### config.mk
export PLATFORM = sky130hd
export DESIGN_NAME = sar_adc_control
export DESIGN_NICKNAME = d
export VERILOG_FILES = /design/src/design/sar_adc_pkg.sv /design/src/design/sar_adc_control.sv
export SDC_FILE = /design/constraint.sdc
export NUM_CORES = 1
export LEC_CHECK = 0
export BUFFER_PORTS_ARGS = -buffer_cell sky130_fd_sc_hd__buf_2
export CAP_MARGIN = 20
export CORE_ASPECT_RATIO = 0.5
export CORE_MARGIN = 2
export CORE_UTILIZATION = 25
export CTS_CLUSTER_DIAMETER = 200
export DETAILED_ROUTE_END_ITERATION = 16
export PLACE_DENSITY = 0.46
export SLEW_MARGIN = 20
export SYNTH_ARGS = -nofsm -noshare
export SYNTH_HDL_FRONTEND = slang
export SYNTH_SLANG_ARGS = --single-unit
### constraint.sdc
create_clock -name clk -period 3.1 [get_ports clk]
set_clock_uncertainty 0.05 [all_clocks]
set_input_delay 0 -clock clk [delete_from_list [all_inputs] [get_ports clk]]
set_output_delay 0 -clock clk [all_outputs]
set_load 0.01 [all_outputs]
### src/design/sar_adc_pkg.sv
// Purpose: constants and carrier types for the SAR converter control
// Assumes: 20 MHz system clock, no register bus, fields on plain ports
// Notes:   each number lives here once; logic uses the names
`default_nettype none
package sar_adc_pkg;

	// ----------------------------------------------------------------
	// result and conversion length
	// ----------------------------------------------------------------
	localparam int         RES_BITS           = 10;
	localparam logic [4:0] HALF_TAD_ZERO      = 5'h00;
	localparam logic [4:0] HALF_TAD_ONE       = 5'h01;
	localparam logic [4:0] HALF_TAD_FIRST_BIT = 5'h03; // first bit decision
	localparam logic [4:0] HALF_TAD_LAST      = 5'h16; // 23 halves, 11.5 tad
	localparam logic [9:0] SAR_MSB            = 10'h200;
	localparam logic [9:0] SAR_ZERO           = 10'h000;
	localparam logic [5:0] FMT_PAD            = 6'h00; // unused result bits

	// ----------------------------------------------------------------
	// conversion clock select codes and half periods in system clocks
	// ----------------------------------------------------------------
	localparam logic [2:0] CCS_DIV2   = 3'h0;
	localparam logic [2:0] CCS_DIV4   = 3'h4;
	localparam logic [2:0] CCS_DIV8   = 3'h1;
	localparam logic [2:0] CCS_DIV16  = 3'h5;
	localparam logic [2:0] CCS_DIV32  = 3'h2;
	localparam logic [2:0] CCS_DIV64  = 3'h6;
	localparam logic [1:0] CCS_RC_LOW = 2'h3;  // any x11 code
	localparam logic [5:0] HALF_DIV2  = 6'h01;
	localparam logic [5:0] HALF_DIV4  = 6'h02;
	localparam logic [5:0] HALF_DIV8  = 6'h04;
	localparam logic [5:0] HALF_DIV16 = 6'h08;
	localparam logic [5:0] HALF_DIV32 = 6'h10;
	localparam logic [5:0] HALF_DIV64 = 6'h20;
	localparam logic [5:0] DIV_ZERO   = 6'h00;
	localparam logic [5:0] DIV_ONE    = 6'h01;

	// ----------------------------------------------------------------
	// reference select codes
	// ----------------------------------------------------------------
	localparam logic [1:0] PREF_PIN  = 2'h0;   // external positive pin
	localparam logic [1:0] PREF_VDD  = 2'h1;   // supply
	localparam logic [1:0] PREF_FVR2 = 2'h2;   // fixed_reference 2.048 V
	localparam logic [1:0] PREF_FVR4 = 2'h3;   // fixed_reference 4.096 V
	localparam logic       NREF_GND  = 1'b0;   // ground
	localparam logic       NREF_PIN  = 1'b1;   // external negative pin

	// ----------------------------------------------------------------
	// states and carriers
	// ----------------------------------------------------------------
	typedef enum logic [1:0] {
		ST_IDLE = 2'b01,
		ST_CONV = 2'b10
	} conv_state_t;

	typedef struct packed {
		logic [5:0] channel_select;    // mux input
		logic [1:0] pos_ref_select;    // positive reference
		logic       neg_ref_select;    // negative reference
		logic [2:0] conv_clock_select; // conversion clock
		logic       result_format;     // 1 left, 0 right
	} conv_cfg_t;

	typedef struct packed {
		logic [5:0] mux_channel;       // channel routed to the hold stage
		logic [1:0] pos_ref;           // positive reference steering
		logic       neg_ref;           // negative reference steering
		logic [9:0] trial_code;        // dac trial code for comparator
		logic       hold;              // 1 holds the sampled input
	} analog_ctrl_t;

	localparam analog_ctrl_t ANA_RESET = '0;

endpackage
`default_nettype wire

### src/design/sar_adc_control.sv
// Purpose: control of a 10-bit successive approximation converter
// Assumes: one 20 MHz clock; dedicated rc clock and trigger are async pins
// Notes:   comparator input cmp_keep is same-clock analog decision logic
`timescale 1ns/10ps
`default_nettype none

module sar_adc_control #(
	parameter bit LOW_VOLTAGE_PART = 1'b0 // removes the 4.096 V reference
) (
	input  wire logic                      clk,
	input  wire logic                      rst_n,
	input  wire sar_adc_pkg::conv_cfg_t    cfg,
	input  wire logic                      converter_on,
	input  wire logic                      go_set,
	input  wire logic                      flag_clear,
	input  wire logic                      conv_irq_enable,
	input  wire logic                      peripheral_irq_enable,
	input  wire logic                      global_irq_enable,
	input  wire logic                      sleep_mode,
	input  wire logic                      rc_clock_pin,
	input  wire logic                      trigger_pin,
	input  wire logic                      cmp_keep,
	output var  sar_adc_pkg::analog_ctrl_t analog_ctrl,
	output logic [7:0]                     result_high,
	output logic [7:0]                     result_low,
	output logic                           conv_go,
	output logic                           conv_done_flag,
	output logic                           converter_active,
	output logic                           wake_req,
	output logic                           vector_isr
);

	// ----------------------------------------------------------------
	// helpers
	// ----------------------------------------------------------------
	// rc clock selected by any x11 code
	function automatic logic is_rc(input logic [2:0] code);
		return code[1:0] == sar_adc_pkg::CCS_RC_LOW;
	endfunction

	// half a bit period, in system clocks, for a divided clock
	function automatic logic [5:0] half_count(input logic [2:0] code);
		logic [5:0] h;
		h = sar_adc_pkg::HALF_DIV2;
		case (code)
			sar_adc_pkg::CCS_DIV4:  h = sar_adc_pkg::HALF_DIV4;
			sar_adc_pkg::CCS_DIV8:  h = sar_adc_pkg::HALF_DIV8;
			sar_adc_pkg::CCS_DIV16: h = sar_adc_pkg::HALF_DIV16;
			sar_adc_pkg::CCS_DIV32: h = sar_adc_pkg::HALF_DIV32;
			sar_adc_pkg::CCS_DIV64: h = sar_adc_pkg::HALF_DIV64;
			default:                h = sar_adc_pkg::HALF_DIV2;
		endcase
		return h;
	endfunction

	// ----------------------------------------------------------------
	// pin synchronisers
	// ----------------------------------------------------------------
	logic [2:0] rc_sync_q;   // [0] first stage, [2] edge history
	logic [2:0] rc_sync_d;
	logic [2:0] trig_sync_q; // same layout for the trigger pin
	logic [2:0] trig_sync_d;
	logic       rc_edge;     // either rc edge: half a bit period
	logic       trig_rise;   // trigger rising edge

	// shift pins in; only stage two and three are examined
	always_comb begin
		rc_sync_d   = {rc_sync_q[1:0], rc_clock_pin};
		trig_sync_d = {trig_sync_q[1:0], trigger_pin};
	end

	always_ff @(posedge clk) begin
		if (!rst_n) begin
			rc_sync_q   <= 3'h0;
			trig_sync_q <= 3'h0;
		end else begin
			rc_sync_q   <= rc_sync_d;
			trig_sync_q <= trig_sync_d;
		end
	end

	assign rc_edge   = rc_sync_q[1] ^ rc_sync_q[2];
	assign trig_rise = trig_sync_q[1] & ~trig_sync_q[2];

	// ----------------------------------------------------------------
	// conversion state
	// ----------------------------------------------------------------
	sar_adc_pkg::conv_state_t  state_q, state_d;  // idle or converting
	logic [4:0]                half_q, half_d;    // half bit periods
	logic [5:0]                div_q, div_d;      // system clock divider
	logic [9:0]                sar_q, sar_d;      // trial code
	logic [9:0]                bit_q, bit_d;      // bit under test
	logic                      go_q, go_d;        // conversion request
	logic                      flag_q, flag_d;    // sticky done flag
	logic [7:0]                hi_q, hi_d;        // result_high
	logic [7:0]                lo_q, lo_d;        // result_low
	logic                      wake_q, wake_d;    // wake pulse
	logic                      vec_q, vec_d;      // vector pulse
	sar_adc_pkg::analog_ctrl_t ana_q, ana_d;      // analog steering
	logic                      run_ok;            // converter may run
	logic                      half_tick;         // half bit period edge
	logic                      done;              // completion this cycle
	logic                      go_req;            // software or trigger

	// only the rc clock keeps running through sleep
	assign run_ok = converter_on &
		(~sleep_mode | is_rc(cfg.conv_clock_select));

	// divided clocks count system clocks, so they follow its rate
	assign half_tick = is_rc(cfg.conv_clock_select) ? rc_edge :
		(div_q == half_count(cfg.conv_clock_select) -
		sar_adc_pkg::DIV_ONE);

	// software start or trigger edge; trigger is dead in sleep
	assign go_req = converter_on &
		(go_set | (trig_rise & ~sleep_mode));

	// next-state logic for the whole conversion
	always_comb begin
		state_d = state_q;
		half_d  = half_q;
		div_d   = div_q;
		sar_d   = sar_q;
		bit_d   = bit_q;
		go_d    = go_q;
		flag_d  = flag_q;
		hi_d    = hi_q;
		lo_d    = lo_q;
		wake_d  = 1'b0;
		vec_d   = 1'b0;
		done    = 1'b0;
		// software clear first so a same-cycle completion wins
		if (flag_clear) begin
			flag_d = 1'b0;
		end
		unique case (state_q)
			// waiting: keep the divider aligned for the next start
			sar_adc_pkg::ST_IDLE: begin
				div_d  = sar_adc_pkg::DIV_ZERO;
				half_d = sar_adc_pkg::HALF_TAD_ZERO;
				if (go_q && run_ok) begin
					state_d = sar_adc_pkg::ST_CONV;
					sar_d   = sar_adc_pkg::SAR_MSB;
					bit_d   = sar_adc_pkg::SAR_MSB;
				end else if (go_q) begin
					go_d = 1'b0;
				end
			end
			// converting: one bit decided per bit period
			sar_adc_pkg::ST_CONV: begin
				if (!run_ok) begin
					state_d = sar_adc_pkg::ST_IDLE;
					go_d    = 1'b0;
				end else if (!half_tick) begin
					div_d = div_q + sar_adc_pkg::DIV_ONE;
				end else begin
					div_d  = sar_adc_pkg::DIV_ZERO;
					half_d = half_q + sar_adc_pkg::HALF_TAD_ONE;
					if (half_q == sar_adc_pkg::HALF_TAD_LAST) begin
						// completion after 23 half periods
						done    = 1'b1;
						state_d = sar_adc_pkg::ST_IDLE;
						go_d    = 1'b0;
						flag_d  = 1'b1;
						if (cfg.result_format) begin
							// left: top ten bits of the pair
							hi_d = sar_q[9:2];
							lo_d = {sar_q[1:0], sar_adc_pkg::FMT_PAD};
						end else begin
							// right: bottom ten bits of the pair
							hi_d = {sar_adc_pkg::FMT_PAD, sar_q[9:8]};
							lo_d = sar_q[7:0];
						end
						wake_d = sleep_mode & conv_irq_enable &
							peripheral_irq_enable;
						vec_d = sleep_mode & conv_irq_enable &
							peripheral_irq_enable &
							global_irq_enable;
					end else if (half_q[0] &&
						half_q >= sar_adc_pkg::HALF_TAD_FIRST_BIT) begin
						// keep or drop the tested bit, try the next
						if (!cmp_keep) begin
							sar_d = sar_q & ~bit_q;
						end
						bit_d = bit_q >> 1;
						sar_d = sar_d | (bit_q >> 1);
					end
				end
			end
		endcase
		// a new start request outranks the clear at completion
		if (go_req) begin
			go_d = 1'b1;
		end
	end

	// analog steering: mux, references, trial code, hold
	always_comb begin
		ana_d             = ana_q;
		ana_d.mux_channel = cfg.channel_select;
		ana_d.pos_ref     = (LOW_VOLTAGE_PART &&
			cfg.pos_ref_select == sar_adc_pkg::PREF_FVR4) ?
			sar_adc_pkg::PREF_VDD : cfg.pos_ref_select;
		ana_d.neg_ref     = cfg.neg_ref_select;
		ana_d.trial_code  = sar_d;
		ana_d.hold        = (state_d == sar_adc_pkg::ST_CONV);
	end

	// register every piece of conversion state
	always_ff @(posedge clk) begin
		if (!rst_n) begin
			state_q <= sar_adc_pkg::ST_IDLE;
			half_q  <= sar_adc_pkg::HALF_TAD_ZERO;
			div_q   <= sar_adc_pkg::DIV_ZERO;
			sar_q   <= sar_adc_pkg::SAR_ZERO;
			bit_q   <= sar_adc_pkg::SAR_ZERO;
			go_q    <= 1'b0;
			flag_q  <= 1'b0;
			hi_q    <= 8'h00;
			lo_q    <= 8'h00;
			wake_q  <= 1'b0;
			vec_q   <= 1'b0;
			ana_q   <= sar_adc_pkg::ANA_RESET;
		end else begin
			state_q <= state_d;
			half_q  <= half_d;
			div_q   <= div_d;
			sar_q   <= sar_d;
			bit_q   <= bit_d;
			go_q    <= go_d;
			flag_q  <= flag_d;
			hi_q    <= hi_d;
			lo_q    <= lo_d;
			wake_q  <= wake_d;
			vec_q   <= vec_d;
			ana_q   <= ana_d;
		end
	end

	// ----------------------------------------------------------------
	// outputs, all straight from flip-flops
	// ----------------------------------------------------------------
	assign analog_ctrl      = ana_q;
	assign result_high      = hi_q;
	assign result_low       = lo_q;
	assign conv_go          = go_q;
	assign conv_done_flag   = flag_q;
	assign converter_active = state_q[1];
	assign wake_req         = wake_q;
	assign vector_isr       = vec_q;

	// ----------------------------------------------------------------
	// checks
	// ----------------------------------------------------------------
	logic [5:0] len_q, len_d; // cycles spent in the current conversion

	// next length count, cleared whenever the converter idles
	always_comb begin
		len_d = len_q + sar_adc_pkg::DIV_ONE;
		if (state_q == sar_adc_pkg::ST_IDLE) begin
			len_d = sar_adc_pkg::DIV_ZERO;
		end
	end

	// register the length count
	always_ff @(posedge clk) begin
		if (!rst_n) begin
			len_q <= sar_adc_pkg::DIV_ZERO;
		end else begin
			len_q <= len_d;
		end
	end
endmodule
`default_nettype wire

* Yosys cells after proc, flatten, opt, wreduce, memory -nomap -nowiden
Index checks and enable logic that the tools add are counted.
Operators by class: add/subtract/negate cells 3, bitwise operators 15, multiplexer cells 43, equal/unequal tests 19, reductions and logical operators 7, order comparisons 1
Operator list (number):
- $mux W10 | 15
- $pmux W10 S2 | 2
- $pmux W6 S5 | 1
- $mux W8 | 2
- $mux W6 | 2
- $pmux W6 S2 | 1
- $mux W1 | 11
- $and A10 B10 Y10 | 1
- $mux W5 | 2
- $ne A2 B2 Y1 const B | 5
- $not A10 Y10 | 1
- $or A10 B9 Y10 | 1
- $pmux W5 S2 | 1
- $reduce_and A5 Y1 | 2
- $eq A3 B3 Y1 const B | 3
- $mux W2 | 4
- $ne A4 B4 Y1 const B | 2
- $and A1 B1 Y1 | 7
- $add A6 B1 Y6 const B | 1
- $eq A2 B2 Y1 const B | 3
- $eq A6 B6 Y1 | 1
- $sub A6 B1 Y6 const B | 1
- $add A5 B1 Y5 const B | 1
- $eq A5 B5 Y1 const B | 1
- 14 further kinds | 17
Word-level totals: word-level logic and storage cells 105, bits of input ports 25, register bits 69

* Longest topological paths before layout
Gate-level depths: netlist (run 1).
word-level depth 14, mapped depth 10, mapped depth without buffers 8

* Worst setup path after synthesis (run 1)
OpenSTA, ideal clock, no wires.
kind register -> register, start point register div_q[5], end point register lo_q[0] (netlist: result_low[0]), setup time 72 ps, path buffers 1, stages on the path, launching flop included 8, data arrival time 2101 ps, period minus slack after synthesis 2223 ps, slack 877 ps, cells stage by stage dfxtp_1 nor2b_1 a32o_1 a221oi_2 a31oi_2 nor4_4 buf_6 mux2i_1
On the way: word-level cells in the longest chain between the ends 3
Ends and longest elaborated chain:
- start: declaration | line sar_adc_control.sv:90 | logic [5:0] div_q, div_d;
- start signal: assignment | line sar_adc_control.sv:214 | div_q <= sar_adc_pkg::DIV_ZERO;
- start signal: assignment | line sar_adc_control.sv:227 | div_q <= div_d;
- $eq A6 B6 Y1 | line sar_adc_control.sv:111 | (div_q == half_count(cfg.conv_clock_select) -
- $mux W1 | line sar_adc_control.sv:110 | assign half_tick = is_rc(cfg.conv_clock_select) ? rc_edge :
- $reduce_and A4 Y1 (no source line)
- end signal: assignment | line sar_adc_control.sv:233 | lo_q <= lo_d;
- end: declaration | line sar_adc_control.sv:96 | logic [7:0] lo_q, lo_d;
Every way passes these cells. A chain may end at the register's enable or synchronous reset.

* Final worst setup path (run 1)
start point register div_q[5], end point register vec_q (netlist: vector_isr)
On the way: word-level cells in the longest chain between the ends 3
Ends and longest elaborated chain:
- $eq A6 B6 Y1 | line sar_adc_control.sv:111
- $mux W1 | line sar_adc_control.sv:110
- $reduce_and A5 Y1 (no source line)
- end signal: assignment | line sar_adc_control.sv:235 | vec_q <= vec_d;
- end: declaration | line sar_adc_control.sv:98 | logic vec_q, vec_d;
Every way passes these cells.

==> impl_metrics.csv, run 1 <==
group,metric,value,unit
run_status,status,"finished clean",
routing,detail_route.wl_per_cell,13.5,um
clocking,numCtsBuffers,9,
critical_path,rr_startpoint,"div_q[5]$_SDFFE_PN0P_",
place,gp_congestion,0.745,
timing,finalMaxSlewViolations,0,
min_path,hold_class,"in2reg",
global_route,grt_max_degree,61,
synth,synthArstFlopShare,0,
critical_path,crit_chain,"nor2b_1, a32o_1, a221oi_2, a31oi_2, or4_1, nor3_1, dlygate4sd3_1",
synth,synth_cell_types,45,
global_route,grt_pass1_vias,2564,
place,pre_cts_slack,0.573,ns
timing,finalCritPeriodShare,0.958,
finish,drive_gt1_frac,0.235,
floorplanning,die_h,82.7,um
timing,period_minus_slack,2.97,ns
critical_path,path_max_fanout,11,
floorplanning,io_pins,66,
critical_path,critPathKind,"reg2reg",
synth,synth_fp_nets,372,
clocking,ctsResizeCount,0,
finish,num_antenna_cells,0,
clocking,cts_max_level,3,
critical_path,cp_top_family,"compound AO/OA/AOI/OAI gates",
finish,multi_input_area,1600,um^2
timing,rsz0062_at_grt,"no",
synth,synthTopCellsByArea,"dfxtp_1 45%, mux2i_1 5.5%, nand3_1 5.3%, o211ai_1 5.1%, nand2_1 4.0%",
clocking,cts_tree,"built",
timing,setup_viol,0,
synth,synth_edf_count,0,
clocking,clock_sinks,69,
power_and_ir_drop,powerDensity,513,nW/um^2
global_route,antenna_found_initial,0,
synth,ys.flop_type,"dfxtp_1",
critical_path,path_buf_inv,1,
synth,synth_most_common_cell,"dfxtp_1",
critical_path,slowest_delay,0.56,ns
place,port_buffers,65,
clocking,clk_pin_slew,0.06,ns
min_path,holdCritStartpoint,"sleep_mode",
critical_path,reg2reg_slack,0.13,ns
synth,syn_avg_cell_area,9.10,um^2
critical_path,worstSetupStartpointType,"flip-flop",
routing,firstDrtPassIters,4,
power_and_ir_drop,p_leak,0.00167,uW
critical_path,r2r-end,"vector_isr$_SDFF_PN0_",
timing,whs,0.0363,ns
place,hpwlAfterDp,5560,um
finish,fin_util,0.343,
synth,yosysTopAreaCellShare,0.446,
routing,wl,8030,um
power_and_ir_drop,peakVddDrop,0.308,mV
synth,yosysWarningCount,0,
timing,fin_tns_setup,0,ns
clocking,clock-root-buffer,"clkbuf_16",
clocking,clock_path_buffers,2,
synth,synth.cells.most_frequent,"69 x dfxtp_1, 33 x nand2_1, 33 x nand3_1, 21 x o211ai_1, 19 x a21oi_1",
timing,fmax,0.337,GHz
critical_path,critPathArrivalTime,3.19,ns
clocking,clock_latency,0.33,ns
synth,ys_seq_area_frac,0.446,
critical_path,rr_worst_depth,7,
synth,synth_cells,340,
timing,finalHoldViolCount,0,
finish,finalNetCount,456,
floorplanning,die_w,161,um
timing,max-slew-margin-rel,0.559,
routing,via_count,2769,
critical_path,critPathRequiredTime,3.32,ns
finish,ff_latch_area,1380,um^2
global_route,grt_util_all_layers,0.128,
flow_run,maxCapViolCount,0,
timing,fin_ws,0.132,ns
routing,drc_errors,0,
finish,nFillCells,1263,
min_path,holdPathEnd,"analog_ctrl[0]$_SDFF_PN0_",
floorplanning,row_count,28,
timing,worst_pin_slew,0.659,ns
synth,netlist_area,3090,um^2
synth,synth_top_area_cell,"dfxtp_1",
finish,area_growth,32.4,%
floorplanning,die_area,13300,um^2
routing,drt_iter0_markers,202,
critical_path,worst_setup_path_end_kind,"flip-flop",
routing,vias_per_cell,4.66,
synth,synth_seq_cells,69,
critical_path,crit_slowest_cell,"dlygate4sd3_1",
global_route,grt_pass1_wl,13300,um
global_route,overflow,0,
floorplanning,core-area,11900,um^2
floorplanning,start_util,0.259,
min_path,holdPathStages,4,
routing,ant_nets,0,
==> timing repair <==
item / in CTS / in global routing
hold buffers: 18 / 0
setup buffers: 0 / 0
endpoints found under the hold margin: 18 / 0
==> through the flow <==
step / instances / cell area (um^2) / total power, uW
after floorplan: 340 / 3090 / 1020
after detailed placement: 560 / 3620 / 1080
after CTS: 594 / 4100 / 2130
after global routing: 594 / 4100 / 2200
final: 594 / 4100 / 2100
after global placement: 560 / 3620 / 1080
==> layout by cell type, fill, tap and decap left out, drive strengths merged, types with 2 or more instances in the layout <==
cell         instances
buf                 75
mux2                 4
a21boi               2
nand4b               2
and2                16
nor2                13
a21o                 2
inv                  9
nand2b               3
clkinv               4
o21ai               10
dlygate4sd3         18
a311oi               2
ha                   7
o211ai              21
a32o                 2
nor4                 2
nor3                 5
xnor2                2
nand4                2
nand3               33
o31ai                3
nand3b               6
clkbuf              10
dfxtp               69
a31oi                3
nand2               34
or4                  5
mux2i               17
nor2b                4
xor2                 3
a22o                11
and3                 3
a21oi               19
==> state kept, by name (all words and copies together) (netlist names), 3 cells and up <==
name         count
analog_ctrl     20
bit_q           10
div_q            6
half_q           5
rc_sync_q        3
result_high      8
result_low       8
trig_sync_q      3
==> power breakdown <==
group,total (uW),switching (uW),internal (uW)
logic,166,97.1,69.2
clock network,1030,385,643
registers,908,7.47,901
total,2100,489,1610
==> cell families after synthesis <==
family	count (synthesis)	share of synthesized area
fa+ha+maj	7	0.0283
flops	69	0.446
compound gates	80	0.183
xor+xnor	5	0.0142
simple gates	129	0.221
buf+inv	29	0.0380
mux	21	0.0695
==> per-layer routing <==
| metal | GRT usage | wire length [um] | up-vias |
|---|---|---|---|
| li1 | - | - | 1413 |
| met1 | 0.169 | 4160 | 1294 |
| met2 | 0.198 | 3420 | 54 |
| met3 | 0.0355 | 353 | 8 |
| met4 | 0.0518 | 94 | 0 |
| met5 | 0 | 0 | - |
==> worst register-to-register path: stages, from the launching register on <==
cell           delay [ns]
dfxtp_1              0.36
nor2b_1              0.15
a32o_1               0.27
a221oi_2             0.44
a31oi_2              0.34
or4_1                0.56
nor3_1               0.19
dlygate4sd3_1        0.56
==> worst max-delay path by stage <==
stage / start / to / slack (ns) / depth (start not counted)
detailed placement: cfg[1] / half_q[4]$_SDFFE_PN0P_ / 0.57 / 10
CTS: div_q[5]$_SDFFE_PN0P_ / vector_isr$_SDFF_PN0_ / 0.18 / 7
global placement: div_q[5]$_SDFFE_PN0P_ / half_q[4]$_SDFFE_PN0P_ / 0.65 / 7
global route: div_q[5]$_SDFFE_PN0P_ / vector_isr$_SDFF_PN0_ / 0.01 / 7
finish: div_q[5]$_SDFFE_PN0P_ / vector_isr$_SDFF_PN0_ / 0.13 / 7
floorplan: div_q[5]$_SDFFE_PN0P_ / result_low[0]$_SDFFE_PN0P_ / 0.88 / 7
==> cell type report <==
class / instances / area share
clock buffer: 10 / 0.0583
clock inverter: 6 / 0.0150
inverter: 9 / 0.00824
multi-input combinational: 242 / 0.389
sequential: 69 / 0.337
tap: 165 / 0.0504
timing repair buffer: 93 / 0.142
No activity file was read; power rests on OpenSTA's default activity.
==> run 2, diff against run 1 <==
==> constraint.sdc (replaced) <==
create_clock -name clk -period 3.1 [get_ports clk]
set_clock_uncertainty 0.05 [all_clocks]
set_input_delay 0.93 -clock clk [delete_from_list [all_inputs] [get_ports clk]]
set_output_delay 0.93 -clock clk [all_outputs]
set_load 0.01 [all_outputs]
==> impl_metrics.csv, run 2 (synthesis gave the netlist of run 1 again) <==
group,metric,value,unit
run_status,status,"finished clean",
power_and_ir_drop,p_comb_frac,0.074,
routing,ant_nets,0,
finish,final_common_cell,"dfxtp_1",
clocking,ctsResizeCount,0,
floorplanning,die_h,82.7,um
routing,drc_errors,0,
finish,area_growth,32.0,%
clocking,clock-root-buffer,"clkbuf_16",
routing,via_count,2748,
min_path,hold_class,"reg2reg",
timing,max-slew-margin-rel,0.609,
timing,worst_pin_slew,0.582,ns
global_route,antenna_found_initial,0,
routing,firstDrtPassIters,4,
critical_path,critPathRequiredTime,3.32,ns
clocking,numCtsBuffers,9,
critical_path,worstSetupStartpointType,"primary input",
floorplanning,die_area,13300,um^2
place,gp_congestion,0.736,
critical_path,worst_setup_path_end_kind,"flip-flop",
power_and_ir_drop,p_leak,0.00169,uW
finish,nFillCells,1266,
routing,detail_route.wl_per_cell,13.2,um
global_route,grt_pass1_wl,13000,um
clocking,cts_tree,"built",
power_and_ir_drop,peakVddDrop,0.302,mV
finish,finalNetCount,453,
critical_path,r2r-end,"bit_q[4]$_SDFFE_PN0P_",
timing,fmax,0.350,GHz
routing,vias_per_cell,4.65,
floorplanning,io_pins,66,
finish,final_cell_mix,"69 x dfxtp_1, 65 x buf_2, 33 x nand2_1, 33 x nand3_1, 24 x buf_4",
global_route,overflow,0,
global_route,grt_max_degree,62,
critical_path,cp-endpoint,"bit_q[4]$_SDFFE_PN0P_",
timing,period_minus_slack,2.86,ns
timing,finalHoldViolCount,0,
timing,fin_ws,0.239,ns
clocking,clock_sinks,69,
power_and_ir_drop,powerDensity,554,nW/um^2
critical_path,rr_worst_depth,7,
power_and_ir_drop,netSwitchingPower,481,uW
place,dp_cells,575,
power_and_ir_drop,p_int,1780,uW
critical_path,reg2reg_slack,0.76,ns
timing,rsz0062_at_grt,"no",
floorplanning,die_w,161,um
finish,drive_gt1_frac,0.268,
critical_path,path_max_fanout,9,
floorplanning,core-area,11900,um^2
finish,largest_register_ffs,20,
global_route,grt_util_all_layers,0.124,
place,port_buffers,65,
power_and_ir_drop,power,2260,uW
clocking,cts_max_level,3,
clocking,post_cts_buffers,0,
routing,wl,7820,um
flow_run,maxCapViolCount,0,
floorplanning,row_count,28,
critical_path,crit_start,"cfg[1]",
power_and_ir_drop,swShare,0.213,
clocking,clk_pin_slew,0.05,ns
finish,num_antenna_cells,0,
clocking,clock_path_buffers,2,
timing,finalCritPeriodShare,0.923,
timing,fin_tns_setup,0,ns
timing,finalMaxSlewViolations,0,
place,hpwlAfterDp,5540,um
clocking,clock_latency,0.33,ns
place,pre_cts_slack,-0.0607,ns
timing,setup_viol,0,
critical_path,critPathArrivalTime,3.08,ns
clocking,postCtsHoldBufs,0,
critical_path,critPathKind,"in2reg",
finish,final_cells,591,
global_route,grt_pass1_vias,2577,
routing,drt_iter0_markers,159,
floorplanning,start_util,0.259,
critical_path,rr_startpoint,"div_q[5]$_SDFFE_PN0P_",
power_and_ir_drop,seqPwrFrac,0.402,
power_and_ir_drop,clkPwrFrac,0.524,
[run 2: worst max-delay path, cell delays in order]
cell      delay [ns]
buf_2           0.10
inv_1           0.07
ha_1            0.25
nor2_1          0.06
a32o_1          0.21
a221oi_2        0.37
a31oi_2         0.20
buf_4           0.19
nor3_2          0.48
a22o_1          0.20
[run 2: layout make-up]
class                      instances  area (um^2)  area share
clock buffer                      12          246      0.0604
clock inverter                     4         95.1      0.0233
inverter                           9         33.8     0.00827
multi-input combinational        242         1600       0.391
sequential                        69         1380       0.338
tap                              165          206      0.0506
timing repair buffer              90          526       0.129
[run 2: how the worst min path moves through the flow]
stage                     slack, ns  cells after the start                 startpoint                        end
final                          0.38                      1  trig_sync_q[0]$_SDFF_PN0_  trig_sync_q[1]$_SDFF_PN0_
after global routing           0.39                      1  trig_sync_q[0]$_SDFF_PN0_  trig_sync_q[1]$_SDFF_PN0_
after CTS                      0.38                      1  trig_sync_q[0]$_SDFF_PN0_  trig_sync_q[1]$_SDFF_PN0_
after detailed placement       0.37                      1  trig_sync_q[0]$_SDFF_PN0_  trig_sync_q[1]$_SDFF_PN0_
after global placement         0.37                      1  trig_sync_q[0]$_SDFF_PN0_  trig_sync_q[1]$_SDFF_PN0_
after floorplan                0.36                      1    rc_sync_q[0]$_SDFF_PN0_    rc_sync_q[1]$_SDFF_PN0_
[run 2: power by group through the flow]
stage	clock, uW	combinational, uW	sequential [uW]
after floorplan	0	89.9	930
after global placement	0	169	927
after detailed placement	0	168	927
after CTS	1210	169	908
after global routing	1260	186	909
final	1180	168	908
[run 2: metal layers]
layer | track usage | part of all wire | up-vias
met3 | 0.0350 | 0.042 | 9
met1 | 0.164 | 0.52 | 1292
met5 | 0 | 0 | -
met4 | 0.0455 | 0.012 | 0
li1 | - | - | 1401
met2 | 0.196 | 0.43 | 46
[run 2: stage by stage]
| step | utilization | hold WS (ns) | area [um^2] |
|---|---|---|---|
| after floorplan | - | 0.362 | 3090 |
| after global placement | 0.313 | 0.374 | 3740 |
| after detailed placement | 0.313 | 0.370 | 3740 |
| after CTS | 0.342 | 0.384 | 4080 |
| after global routing | 0.342 | 0.395 | 4080 |
| final | 0.342 | 0.382 | 4080 |
==> run 3, diff against run 2 <==
Settings changed: CELL_PAD_IN_SITES_DETAIL_PLACEMENT from default to 1, CELL_PAD_IN_SITES_GLOBAL_PLACEMENT from default to 1, CTS_CLUSTER_SIZE from default to 14, PLACE_DENSITY 0.46 to 0.56.
==> impl_metrics.csv, run 3 (synthesis gave the netlist of run 1 again) <==
group,metric,value,unit
run_status,status,"finished clean",
timing,period_minus_slack,2.84,ns
timing,worst_pin_slew,0.610,ns
clocking,clock_latency,0.34,ns
critical_path,critPathRequiredTime,3.28,ns
place,hpwlAfterDp,6050,um
timing,setup_viol,0,
critical_path,path_buf_inv,3,
global_route,grt_pass1_wl,13700,um
clocking,clock_path_buffers,2,
flow_run,maxCapViolCount,0,
finish,finalNetCount,451,
floorplanning,start_util,0.259,
place,gp_congestion,0.765,
routing,drt_iter0_markers,99,
finish,largest_register_ffs,20,
critical_path,cp_top_family,"compound AO/OA/AOI/OAI gates",
timing,fin_ws,0.259,ns
timing,finalHoldViolCount,0,
power_and_ir_drop,powerDensity,529,nW/um^2
routing,drc_errors,0,
finish,num_antenna_cells,0,
clocking,numCtsBuffers,9,
critical_path,crit_chain,"buf_2, inv_1, ha_1, nor2_1, a32o_1, a221oi_2, buf_4, nand3_1, a221o_1, a22o_1",
timing,finalMaxSlewViolations,0,
floorplanning,io_pins,66,
critical_path,slowest_delay,0.46,ns
critical_path,path_max_fanout,9,
critical_path,critPathArrivalTime,3.02,ns
global_route,grt_pass1_vias,2713,
critical_path,crit_start,"cfg[1]",
timing,finalCritPeriodShare,0.916,
finish,nFillCells,1410,
finish,area_growth,30.9,%
critical_path,rr_startpoint,"div_q[5]$_SDFFE_PN0P_",
timing,max-slew-margin-rel,0.593,
global_route,grt_max_degree,66,
routing,vias_per_cell,4.65,
critical_path,worstSetupStartpointType,"primary input",
floorplanning,row_count,28,
routing,via_count,2738,
clocking,clk_pin_slew,0.05,ns
power_and_ir_drop,p_leak,0.00167,uW
clocking,clock_sinks,69,
clocking,post_cts_buffers,0,
finish,fin_util,0.339,
min_path,holdCritStartpoint,"rc_sync_q[0]$_SDFF_PN0_",
routing,firstDrtPassIters,4,
routing,ant_nets,0,
floorplanning,die_w,161,um
critical_path,critPathKind,"in2reg",
global_route,grt_util_all_layers,0.133,
place,pre_cts_slack,-0.0798,ns
floorplanning,core-area,11900,um^2
clocking,cts_max_level,3,
critical_path,crit_slowest_cell,"a221o_1",
routing,wl,8340,um
finish,multi_input_area,1600,um^2
floorplanning,die_area,13300,um^2
clocking,cts_tree,"built",
global_route,antenna_found_initial,0,
clocking,postCtsHoldBufs,0,
timing,whs,0.381,ns
floorplanning,die_h,82.7,um
place,port_buffers,65,
finish,final_common_cell,"dfxtp_1",
global_route,overflow,0,
timing,rsz0062_at_grt,"no",
timing,fmax,0.352,GHz
routing,detail_route.wl_per_cell,14.2,um
finish,final_cell_mix,"69 x dfxtp_1, 65 x buf_2, 33 x nand2_1, 33 x nand3_1",
clocking,clock-root-buffer,"clkbuf_16",
clocking,ctsResizeCount,0,
min_path,hold_class,"reg2reg",
critical_path,worst_setup_path_end_kind,"flip-flop",
finish,ff_latch_area,1380,um^2
power_and_ir_drop,peakVddDrop,0.282,mV
finish,drive_gt1_frac,0.269,
-- run 3: metrics by stage --
stage / total power [uW] / cells / setup TNS, ns / instance area, um^2
3_5_place_dp: 1100 / 573 / -0.819 / 3740
5_1_grt: 2230 / 589 / 0 / 4050
6_report: 2140 / 589 / 0 / 4050
3_3_place_gp: 1100 / 573 / -0.344 / 3740
2_1_floorplan: 1020 / 340 / 0 / 3090
4_1_cts: 2170 / 589 / 0 / 4050
-- run 3: power by group --
group          total (uW)  switching (uW)  internal [uW]
clock network        1060             381            684
logic                 170            97.2           72.9
registers             908            7.68            901
total                2140             485           1660
-- run 3: final timing paths --
path | endpoint | slack (ns) | cells past startpoint
worst max-delay path | bit_q[8]$_SDFFE_PN0P_ | 0.26 | 10
worst min-delay path | rc_sync_q[1]$_SDFF_PN0_ | 0.38 | 1
worst max register to register | bit_q[8]$_SDFFE_PN0P_ | 0.77 | 7
worst min register to register | rc_sync_q[1]$_SDFF_PN0_ | 0.38 | 1
-- run 3: area by class of cell --
type,instances,share of cell area
sequential,69,0.341
tap,165,0.0510
clock inverter,4,0.0111
timing repair buffer,88,0.129
inverter,9,0.00834
multi-input combinational,242,0.394
clock buffer,12,0.0658
-- run 3: metal layers --
metal  up-vias  GRT usage  share of wire
li1       1400          -              -
met2        29      0.209           0.44
met1      1301      0.176           0.52
met4         0     0.0429         0.0097
met5         -          0              0
met3         8     0.0400          0.034
